$ cat config.mk
export PLATFORM = sky130hd
export DESIGN_NAME = ddr_io_tristate_dqs_polarity
export DESIGN_NICKNAME = d
export VERILOG_FILES = /design/src/logic/ddr_io_pkg.sv /design/src/logic/ddr_io_tristate_dqs_polarity.sv
export SDC_FILE = /design/constraint.sdc
export NUM_CORES = 1
export LEC_CHECK = 0
export ABC_AREA = 1
export ABC_CLOCK_PERIOD_IN_PS = 3100
export BUFFER_PORTS_ARGS = -buffer_cell sky130_fd_sc_hd__buf_2
export CAP_MARGIN = 20
export CORE_MARGIN = 2
export CORE_UTILIZATION = 59
export CTS_BUF_LIST = sky130_fd_sc_hd__clkbuf_8
export DETAILED_ROUTE_END_ITERATION = 7
export PLACE_DENSITY = 0.94
export SYNTH_ARGS = -nofsm -noshare
export SYNTH_HDL_FRONTEND = slang
export SYNTH_SLANG_ARGS = --single-unit
$ cat constraint.sdc
create_clock -name pclk -period 3.1 [get_ports pclk]
set_clock_uncertainty 0.15 [all_clocks]
set_input_delay 0.155 -clock pclk [delete_from_list [all_inputs] [get_ports pclk]]
set_output_delay 0.155 -clock pclk [all_outputs]
set_load 0.02 [all_outputs]
$ cat src/logic/ddr_io_pkg.sv
// constants for the ddr i/o tristate, strobe and polarity block
package ddr_io_pkg;
    localparam logic [7:0] CTRL_OFF = 8'h00;
    localparam logic [7:0] STAT_OFF = 8'h04;
    localparam int unsigned CTRL_W = 13;
    localparam int unsigned CTRL_DDR = 0;
    localparam int unsigned CTRL_LATCH = 1;
    localparam int unsigned CTRL_SRC_DQS = 2;
    localparam int unsigned CTRL_CLK_SEL = 3;
    localparam int unsigned CTRL_CLK_INV = 4;
    localparam int unsigned CTRL_CE_INV = 5;
    localparam int unsigned CTRL_LSR_INV = 6;
    localparam int unsigned CTRL_CE_SEL = 7;
    localparam int unsigned CTRL_LSR_SEL = 9;
    localparam int unsigned CTRL_HALF = 11;
    localparam int unsigned CTRL_DEF_POL = 12;
    localparam logic [12:0] CTRL_RST = 13'h0220;
    localparam int unsigned STAT_POL = 0;
    localparam int unsigned STAT_TRI = 1;
    localparam int unsigned STAT_WR = 2;
    localparam int unsigned STAT_GTS = 3;
    localparam int unsigned STAT_CODE = 8;
    localparam int unsigned STAT_CNT = 16;
    localparam int unsigned CODE_W = 6;
    localparam int unsigned I_RCLK = 0;
    localparam int unsigned I_CTL = 2;
    localparam int unsigned I_DQS = 6;
    localparam int unsigned I_IDLE = 7;
    localparam int unsigned I_GTS = 8;
    localparam int unsigned I_TNEG = 9;
    localparam int unsigned I_TPOS = 10;
    localparam int unsigned I_RD = 11;
    localparam int unsigned I_WPOS = 12;
    localparam int unsigned I_WNEG = 13;
    localparam int unsigned NSYNC = 14;
    localparam logic TRI_RST = 1'b1;
    localparam logic DQS_CAPABLE = 1'b1;
endpackage

$ cat src/logic/ddr_io_tristate_dqs_polarity.sv
// ddr i/o cell: tristate register, control select, dqs strobe and read polarity
//
// The register offsets and the APB interface to the registers are this design's own decisions.
`timescale 1ns/10ps
module ddr_io_tristate_dqs_polarity
    import ddr_io_pkg::*;
(
    input wire logic pclk,
    input wire logic presetn,
    input wire logic [7:0] paddr,
    input wire logic psel,
    input wire logic penable,
    input wire logic pwrite,
    input wire logic [31:0] pwdata,
    output logic [31:0] prdata,
    output logic pready,
    output logic pslverr,
    input wire logic [1:0] route_clk,
    input wire logic [3:0] route_ctl,
    input wire logic dqs_pad_in,
    input wire logic dqs_idle,
    input wire logic global_tristate_in,
    input wire logic tristate_neg_phase_in,
    input wire logic tristate_pos_phase_in,
    input wire logic rd_data_pad,
    input wire logic wr_data_pos,
    input wire logic wr_data_neg,
    input wire logic [5:0] dll_code_a,
    input wire logic [5:0] dll_code_b,
    output logic buffer_tristate_out,
    output logic global_tristate_out,
    output logic wr_data_out,
    output logic dqs_strobe_out,
    output logic [5:0] delay_code_out,
    output logic rd_sync_pos,
    output logic rd_sync_neg,
    output logic read_polarity,
    output logic preamble_pulse
);

    typedef struct packed {
        logic [NSYNC-1:0] s1;
        logic [NSYNC-1:0] s2;
        logic [CODE_W-1:0] c1;
        logic [CODE_W-1:0] c2;
        logic [CODE_W-1:0] cprev;
        logic [CODE_W-1:0] code;
        logic clk_prev;
        logic dqs_prev;
        logic idle_prev;
        logic sys_prev;
        logic tri_reg;
        logic tri_lat;
        logic tri_out;
        logic wr_reg;
        logic wr_lat;
        logic wr_out;
        logic in_pos;
        logic in_neg;
        logic sync_pos;
        logic sync_neg;
        logic pol;
        logic pre;
        logic gts;
        logic dqs_rt;
        logic [CTRL_W-1:0] ctrl;
        logic [7:0] pre_cnt;
        logic [31:0] rdata;
        logic rdy;
        logic err;
    } st_t;

    st_t st_ff;
    st_t nxt_st;

    logic clk_lvl;
    logic clk_rise;
    logic ce;
    logic lsr;
    logic ddr;
    logic sys_lvl;
    logic sys_edge;
    logic pre_now;
    logic dqs_lvl;

    // one of four routing lines, optionally inverted
    function automatic logic pick(input logic [3:0] v, input logic [1:0] s, input logic inv);
        return v[s] ^ inv;
    endfunction

    always_comb begin
        nxt_st = st_ff;
        nxt_st.s1 = {wr_data_neg, wr_data_pos, rd_data_pad, tristate_pos_phase_in,
                     tristate_neg_phase_in, global_tristate_in, dqs_idle, dqs_pad_in,
                     route_ctl, route_clk};
        nxt_st.s2 = st_ff.s1;

        // code word only taken once two samples agree, so a loop update mid-change is skipped
        nxt_st.c1 = st_ff.ctrl[CTRL_HALF] ? dll_code_b : dll_code_a;
        nxt_st.c2 = st_ff.c1;
        nxt_st.cprev = st_ff.c2;
        if (st_ff.c2 == st_ff.cprev) begin
            nxt_st.code = st_ff.c2;
        end

        ddr = st_ff.ctrl[CTRL_DDR];
        dqs_lvl = st_ff.s2[I_DQS];
        clk_lvl = (st_ff.ctrl[CTRL_SRC_DQS] ? dqs_lvl
                   : st_ff.s2[I_RCLK + 32'(st_ff.ctrl[CTRL_CLK_SEL])])
                  ^ st_ff.ctrl[CTRL_CLK_INV];
        clk_rise = clk_lvl & ~st_ff.clk_prev;
        nxt_st.clk_prev = clk_lvl;
        ce = pick(st_ff.s2[I_CTL +: 4], st_ff.ctrl[CTRL_CE_SEL +: 2],
                  st_ff.ctrl[CTRL_CE_INV]);
        lsr = pick(st_ff.s2[I_CTL +: 4], st_ff.ctrl[CTRL_LSR_SEL +: 2],
                   st_ff.ctrl[CTRL_LSR_INV]);

        nxt_st.gts = st_ff.s2[I_GTS];

        if (lsr) begin
            nxt_st.tri_reg = TRI_RST;
            nxt_st.tri_lat = TRI_RST;
            nxt_st.wr_reg = 1'b0;
            nxt_st.wr_lat = 1'b0;
        end else if (ce) begin
            if (ddr) begin
                if (clk_rise) begin
                    nxt_st.tri_reg = st_ff.s2[I_TNEG];
                    nxt_st.wr_reg = st_ff.s2[I_WNEG];
                end
                if (!clk_lvl) begin
                    nxt_st.tri_lat = st_ff.s2[I_TPOS];
                    nxt_st.wr_lat = st_ff.s2[I_WPOS];
                end
            end else if (st_ff.ctrl[CTRL_LATCH] ? !clk_lvl : clk_rise) begin
                nxt_st.tri_reg = st_ff.s2[I_TNEG];
                nxt_st.wr_reg = st_ff.s2[I_WNEG];
            end
        end
        // output mux follows the i/o clock phase in ddr, storage element alone in sdr
        nxt_st.tri_out = (ddr && clk_lvl) ? nxt_st.tri_lat : nxt_st.tri_reg;
        nxt_st.wr_out = (ddr && clk_lvl) ? nxt_st.wr_lat : nxt_st.wr_reg;

        // strobe routing and read-side ddr capture on delayed dqs edges
        nxt_st.dqs_rt = DQS_CAPABLE & dqs_lvl;
        nxt_st.dqs_prev = dqs_lvl;
        if (dqs_lvl && !st_ff.dqs_prev) begin
            nxt_st.in_pos = st_ff.s2[I_RD];
        end
        if (!dqs_lvl && st_ff.dqs_prev) begin
            nxt_st.in_neg = st_ff.s2[I_RD];
        end

        // preamble: strobe leaves termination level while driven low
        pre_now = st_ff.idle_prev & ~st_ff.s2[I_IDLE] & ~dqs_lvl;
        nxt_st.idle_prev = st_ff.s2[I_IDLE];
        nxt_st.pre = pre_now;
        if (pre_now) begin
            nxt_st.pre_cnt = st_ff.pre_cnt + 8'h01;
        end

        // system clock is routing clock 0; high at preamble means capture on its fall
        sys_lvl = st_ff.s2[I_RCLK];
        nxt_st.sys_prev = sys_lvl;
        if (lsr) begin
            nxt_st.pol = st_ff.ctrl[CTRL_DEF_POL];
        end else if (pre_now) begin
            nxt_st.pol = sys_lvl;
        end
        sys_edge = st_ff.pol ? (~sys_lvl & st_ff.sys_prev) : (sys_lvl & ~st_ff.sys_prev);
        if (sys_edge) begin
            nxt_st.sync_pos = st_ff.in_pos;
            nxt_st.sync_neg = st_ff.in_neg;
        end

        // apb: answer in the first access cycle, data and error prepared in setup
        nxt_st.rdy = psel & ~penable;
        if (psel && !penable) begin
            nxt_st.err = (paddr != CTRL_OFF) && (paddr != STAT_OFF);
            nxt_st.rdata = '0;
            if (!pwrite && paddr == CTRL_OFF) begin
                nxt_st.rdata[CTRL_W-1:0] = st_ff.ctrl;
            end else if (!pwrite && paddr == STAT_OFF) begin
                nxt_st.rdata[STAT_POL] = st_ff.pol;
                nxt_st.rdata[STAT_TRI] = st_ff.tri_out;
                nxt_st.rdata[STAT_WR] = st_ff.wr_out;
                nxt_st.rdata[STAT_GTS] = st_ff.gts;
                nxt_st.rdata[STAT_CODE +: CODE_W] = st_ff.code;
                nxt_st.rdata[STAT_CNT +: 8] = st_ff.pre_cnt;
            end
        end
        if (psel && penable && st_ff.rdy && pwrite && paddr == CTRL_OFF) begin
            nxt_st.ctrl = pwdata[CTRL_W-1:0];
        end
    end

    always_ff @(posedge pclk or negedge presetn) begin
        if (!presetn) begin
            st_ff <= '0;
            st_ff.ctrl <= CTRL_RST;
            st_ff.tri_reg <= TRI_RST;
            st_ff.tri_lat <= TRI_RST;
            st_ff.tri_out <= TRI_RST;
        end else begin
            st_ff <= nxt_st;
        end
    end

    assign prdata = st_ff.rdata;
    assign pready = st_ff.rdy;
    assign pslverr = st_ff.err;
    assign buffer_tristate_out = st_ff.tri_out;
    assign global_tristate_out = st_ff.gts;
    assign wr_data_out = st_ff.wr_out;
    assign dqs_strobe_out = st_ff.dqs_rt;
    assign delay_code_out = st_ff.code;
    assign rd_sync_pos = st_ff.sync_pos;
    assign rd_sync_neg = st_ff.sync_neg;
    assign read_polarity = st_ff.pol;
    assign preamble_pulse = st_ff.pre;
endmodule

=== Yosys cells after proc, flatten, opt, wreduce, memory -nomap -nowiden ===
Index checks and enable logic that the tools add are counted.

* $add $sub $neg: 1
* Order comparisons: 3
* Equality and inequality tests: 3
* Muxes and demuxes: 36
* Bitwise gates (word level): 15
* Reductions and logical operators: 19

{| class="wikitable"
|+ Operators with widths
! operator !! number
|-
| two-way mux 1 bit || 22
|-
| two-way mux 8 bit || 2
|-
| two-way mux 4 bit || 3
|-
| two-way mux 6 bit || 2
|-
| logical AND 1 bit || 11
|-
| adder 8 x 1 -> 8 bit (second input constant) || 1
|-
| equality test 8 x 3 -> 1 bit (second input constant) || 1
|-
| zero test 8 bit || 1
|-
| two-way mux 2 bit || 4
|-
| inequality test 8 x 3 -> 1 bit (second input constant) || 1
|-
| nonzero test 8 bit || 1
|-
| bitwise AND 1 bit || 6
|-
| equality test 6 bit || 1
|-
| less-than comparator 2 x 3 -> 1 bit (second input constant) || 2
|-
| NOT 1 bit || 6
|-
| zero test 1 bit || 5
|-
| less-than comparator 1 x 5 -> 1 bit (second input constant) || 1
|-
| two-way mux 5 bit || 1
|-
| binary-select mux 1 bit (select 2 bit) || 2
|-
| bitwise XOR 1 bit || 3
|-
| nonzero test 2 bit || 1
|}

* Bits in registers: 114
* Input port bits: 71
* Output and inout bits: 48
* Word-level logic and storage cells: 105

=== Depth between registers and ports, before layout ===
* Word-level depth: 11
* Mapped depth: 11
* Depth with buffers taken out: 11

=== Worst setup path before layout ===
No wires, ideal clock.

* Kind: register to register
* From: register st_ff[51] (netlist bit)
* To: register st_ff, in the netlist buffer_tristate_out
* Library setup time: 76 ps
* Arrival: 1261 ps
* Required time: 2874 ps
* Setup slack: 1614 ps
* Cell stages (with the launch flop): 9
* Path buffers: 0
* Clock period less this slack: 1486 ps
* Cells stage by stage: dfstp_2 > inv_1 > nand2_1 > nand3_1 > nand2_1 > xor2_2 > nand3_1 > nand2_1 > nand2_1

{| class="wikitable"
|+ RTL lines
! element !! RTL line !! RTL
|-
| start: declaration || ddr_io_tristate_dqs_polarity.sv:73 || <nowiki>st_t st_ff;</nowiki>
|-
| start signal: assignment || ddr_io_tristate_dqs_polarity.sv:205 || <nowiki>st_ff <= nxt_st;</nowiki>
|}

=== Worst setup path after layout ===
* From: register st_ff, in the netlist nxt_st[83]
* To: register st_ff, in the netlist delay_code_out[1]

* Cells in the longest elaborated chain, start to end: 1

{| class="wikitable"
|+ Ends and longest elaborated chain
! element !! RTL line !! RTL
|-
| equality test 6 bit || ddr_io_tristate_dqs_polarity.sv:102 || <nowiki>if (st_ff.c2 == st_ff.cprev) begin</nowiki>
|}

No other way between the ends.
A chain may end at the register's enable or synchronous reset.

==> results.ini <==
[yosys]
synth.cell_area_um2=4631
synth_seq_cells=114
yosys_warnings=0
avgSynthCellArea_um2=10.34
seq_area_frac_synth=0.6174
synth_cells=448
netlist-cell-type-count=35

[global_route]
grt_pass1_vias=3481
grt_max_degree=91
grt_pass1_wl_um=16490
grtUsageTotal=0.2559
antenna_found_initial=1
grt_overflow=0

[drt]
wire_per_inst_um=15.31
drtPass1Iterations=6
drtIter0Drc=210
dr_total_vias=3548
routed_wl_um=10480
route.detailed.drc=0
avgViaCountPerCell=5.187
ant_nets=0

[cts]
clk_pin_slew_ns=0.08
cts_resized=0
insertion_delay_ns=0.44
cts_htree_levels=4
postCtsHoldBufs=44
cts_buffers=17
cts_max_path_buffers=2
clock_sinks=114
cts_root_buf=clkbuf_8
cts_setup_buffers=0
cts_tree=yes

[layout]
fin_util=0.7619
drive_above_1_share=0.2874
nNetsFinal=641
areaGrowthSynthToFinish_pct=25.83

[setup_path]
critPathArrivalTime_ns=2.17
critPathKind=flip-flop to flip-flop
critPathMaxFanout=12
cp-start-kind=flip-flop
crit_required_ns=3.24
crit_path_end_kind=flip-flop

[floorplanning]
die_x_um=92.59
pin_count=119
fp-row-count=32
start_util=0.6055
core-area_um2=7647
die-area_um2=8573
die_h_um=92.59

[placement]
io_buffer_count=89
dpl.hpwl_um=6263
place_congestion=0.8882

[job]
cap_violations=0

[timing]
grt_setup_unrepaired=no
min_period_over_period=0.6536
max_freq_mhz=493.5
final-setup-viol-count=0
period_needed_ns=2.026
slew_headroom=0.4445
worstMarginPinSlew_ns=0.8324
hold_viol=0
slew_violations=0
final.setup.tns_ns=0

[pwr]
irDropWorstVdd_mv=0.3601
p_per_area_nw_per_um2=607.9
p_leak_uw=0.002999

[status]
outcome=completed

[hold_path]
hold_class=input port to flip-flop

==> metal layers <==
layer  global-route usage  share of wire  vias up
li1                     -              -     1634
met1               0.2994           0.38     1691
met2               0.4337           0.51      180
met3              0.06998          0.061       43
met4               0.1306          0.045        0
met5                    0              0        -
==> worst max-delay path, stage by stage, from the launching register on <==
cell       delay, ns
dfrtp_1         0.38
inv_1           0.09
or2_2           0.11
nand4_1         0.08
nor2_1          0.11
o2111ai_1       0.40
o21ai_0         0.56
==> power breakdown <==
group | internal (uW) | leakage [uW] | switching, uW
clock | 845 | 0.000208 | 588
sequential | 1610 | 0.00135 | 82.8
combinational | 163 | 0.00144 | 257
==> layout make-up <==
cell class                 count  area [um2]
antenna                        1       2.502
clock buffer                  20       275.3
clock inverter                11       136.4
fill                         459        1821
inverter                      45       168.9
multi-input combinational    253        1309
sequential                   114        2859
tap                          102       127.6
timing repair buffer         138       948.4
==> Yosys cell counts, drive strengths merged <==
master	instances	area [um2]
a21oi	19	140.1
a31oi	6	37.54
and2	1	6.260
and3	1	6.260
buf	41	312.8
clkbuf	4	15.01
conb	1	3.750
dfrtp	109	2728
dfstp	5	131.4
ha	1	12.51
inv	45	168.9
mux2	1	15.01
nand2	95	376.6
nand3	27	135.1
nand4	7	50.05
nor2	40	175.2
nor3	3	31.28
o2111ai	1	8.760
o211ai	1	7.510
o21ai	17	85.08
o31ai	10	75.07
or2	5	31.28
xor2	8	77.58
==> cells in the final DEF (no fill, tap or decap), drive strengths merged <==
| master | Yosys | routed |
|---|---|---|
| dfrtp | 109 | 109 |
| nand2 | 95 | 95 |
| buf | 41 | 93 |
| inv | 45 | 46 |
| dlygate4sd3 | 0 | 45 |
| nor2 | 40 | 40 |
| nand3 | 27 | 27 |
| clkbuf | 4 | 20 |
| a21oi | 19 | 19 |
| o21ai | 17 | 17 |
| o31ai | 10 | 10 |
| conb | 1 | 10 |
| xor2 | 8 | 8 |
| nand4 | 7 | 7 |
| a31oi | 6 | 6 |
| or2 | 5 | 5 |
| dfstp | 5 | 5 |
| clkinv | 0 | 4 |
| clkinvlp | 0 | 3 |
| bufinv | 0 | 3 |
| nor3 | 3 | 3 |
| diode | 0 | 1 |
| and2 | 1 | 1 |
| and3 | 1 | 1 |
| o2111ai | 1 | 1 |
| o211ai | 1 | 1 |
| mux2 | 1 | 1 |
| ha | 1 | 1 |
==> cells by family after synthesis <==
family          after synthesis  share of synthesized area
compound gates               54                    0.07647
xor+xnor                      8                    0.01675
fa+ha+maj                     1                   0.002702
buf+inv                      90                     0.1073
flops                       114                     0.6174
mux                           1                   0.003241
other cells                   1                  0.0008098
simple gates                179                     0.1754
==> state kept, by name, summed over array words and instances (netlist names), 6 cells and up <==
signal and count:
prdata 22, st_ff 45, nxt_st 29, delay_code_out 6
==> through the flow <==
step | power (uW) | setup slack, ns | hold WS, ns | std cells | area (um2)
final | 3542 | 1.074 | 0.02314 | 684 | 5827
after global routing | 3679 | 0.9222 | 0.04367 | 684 | 5827
after CTS | 3516 | 1.226 | 0.01095 | 681 | 5787
after detailed placement | 2071 | 1.205 | 0.1143 | 606 | 4935
after global placement | 2047 | 1.264 | 0.1130 | 606 | 4935
after floorplan | 1966 | 1.614 | -0.2906 | 457 | 4664
==> path summary, 6_finish.rpt <==
path | start | cells past startpoint | slack, ns | to
worst max-delay path | nxt_st[83] | 6 | 1.07 | delay_code_out[1]
worst min-delay path | paddr[3] | 5 | 0.02 | pslverr
worst max register to register | nxt_st[83] | 6 | 1.07 | delay_code_out[1]
worst min register to register | nxt_st[88] | 0 | 0.19 | nxt_st[82]
max in group asynchronous | presetn | 5 | 1.44 | st_ff[68]
min in group asynchronous | presetn | 3 | 0.48 | delay_code_out[2]
No activity file was read; power rests on OpenSTA's default activity.
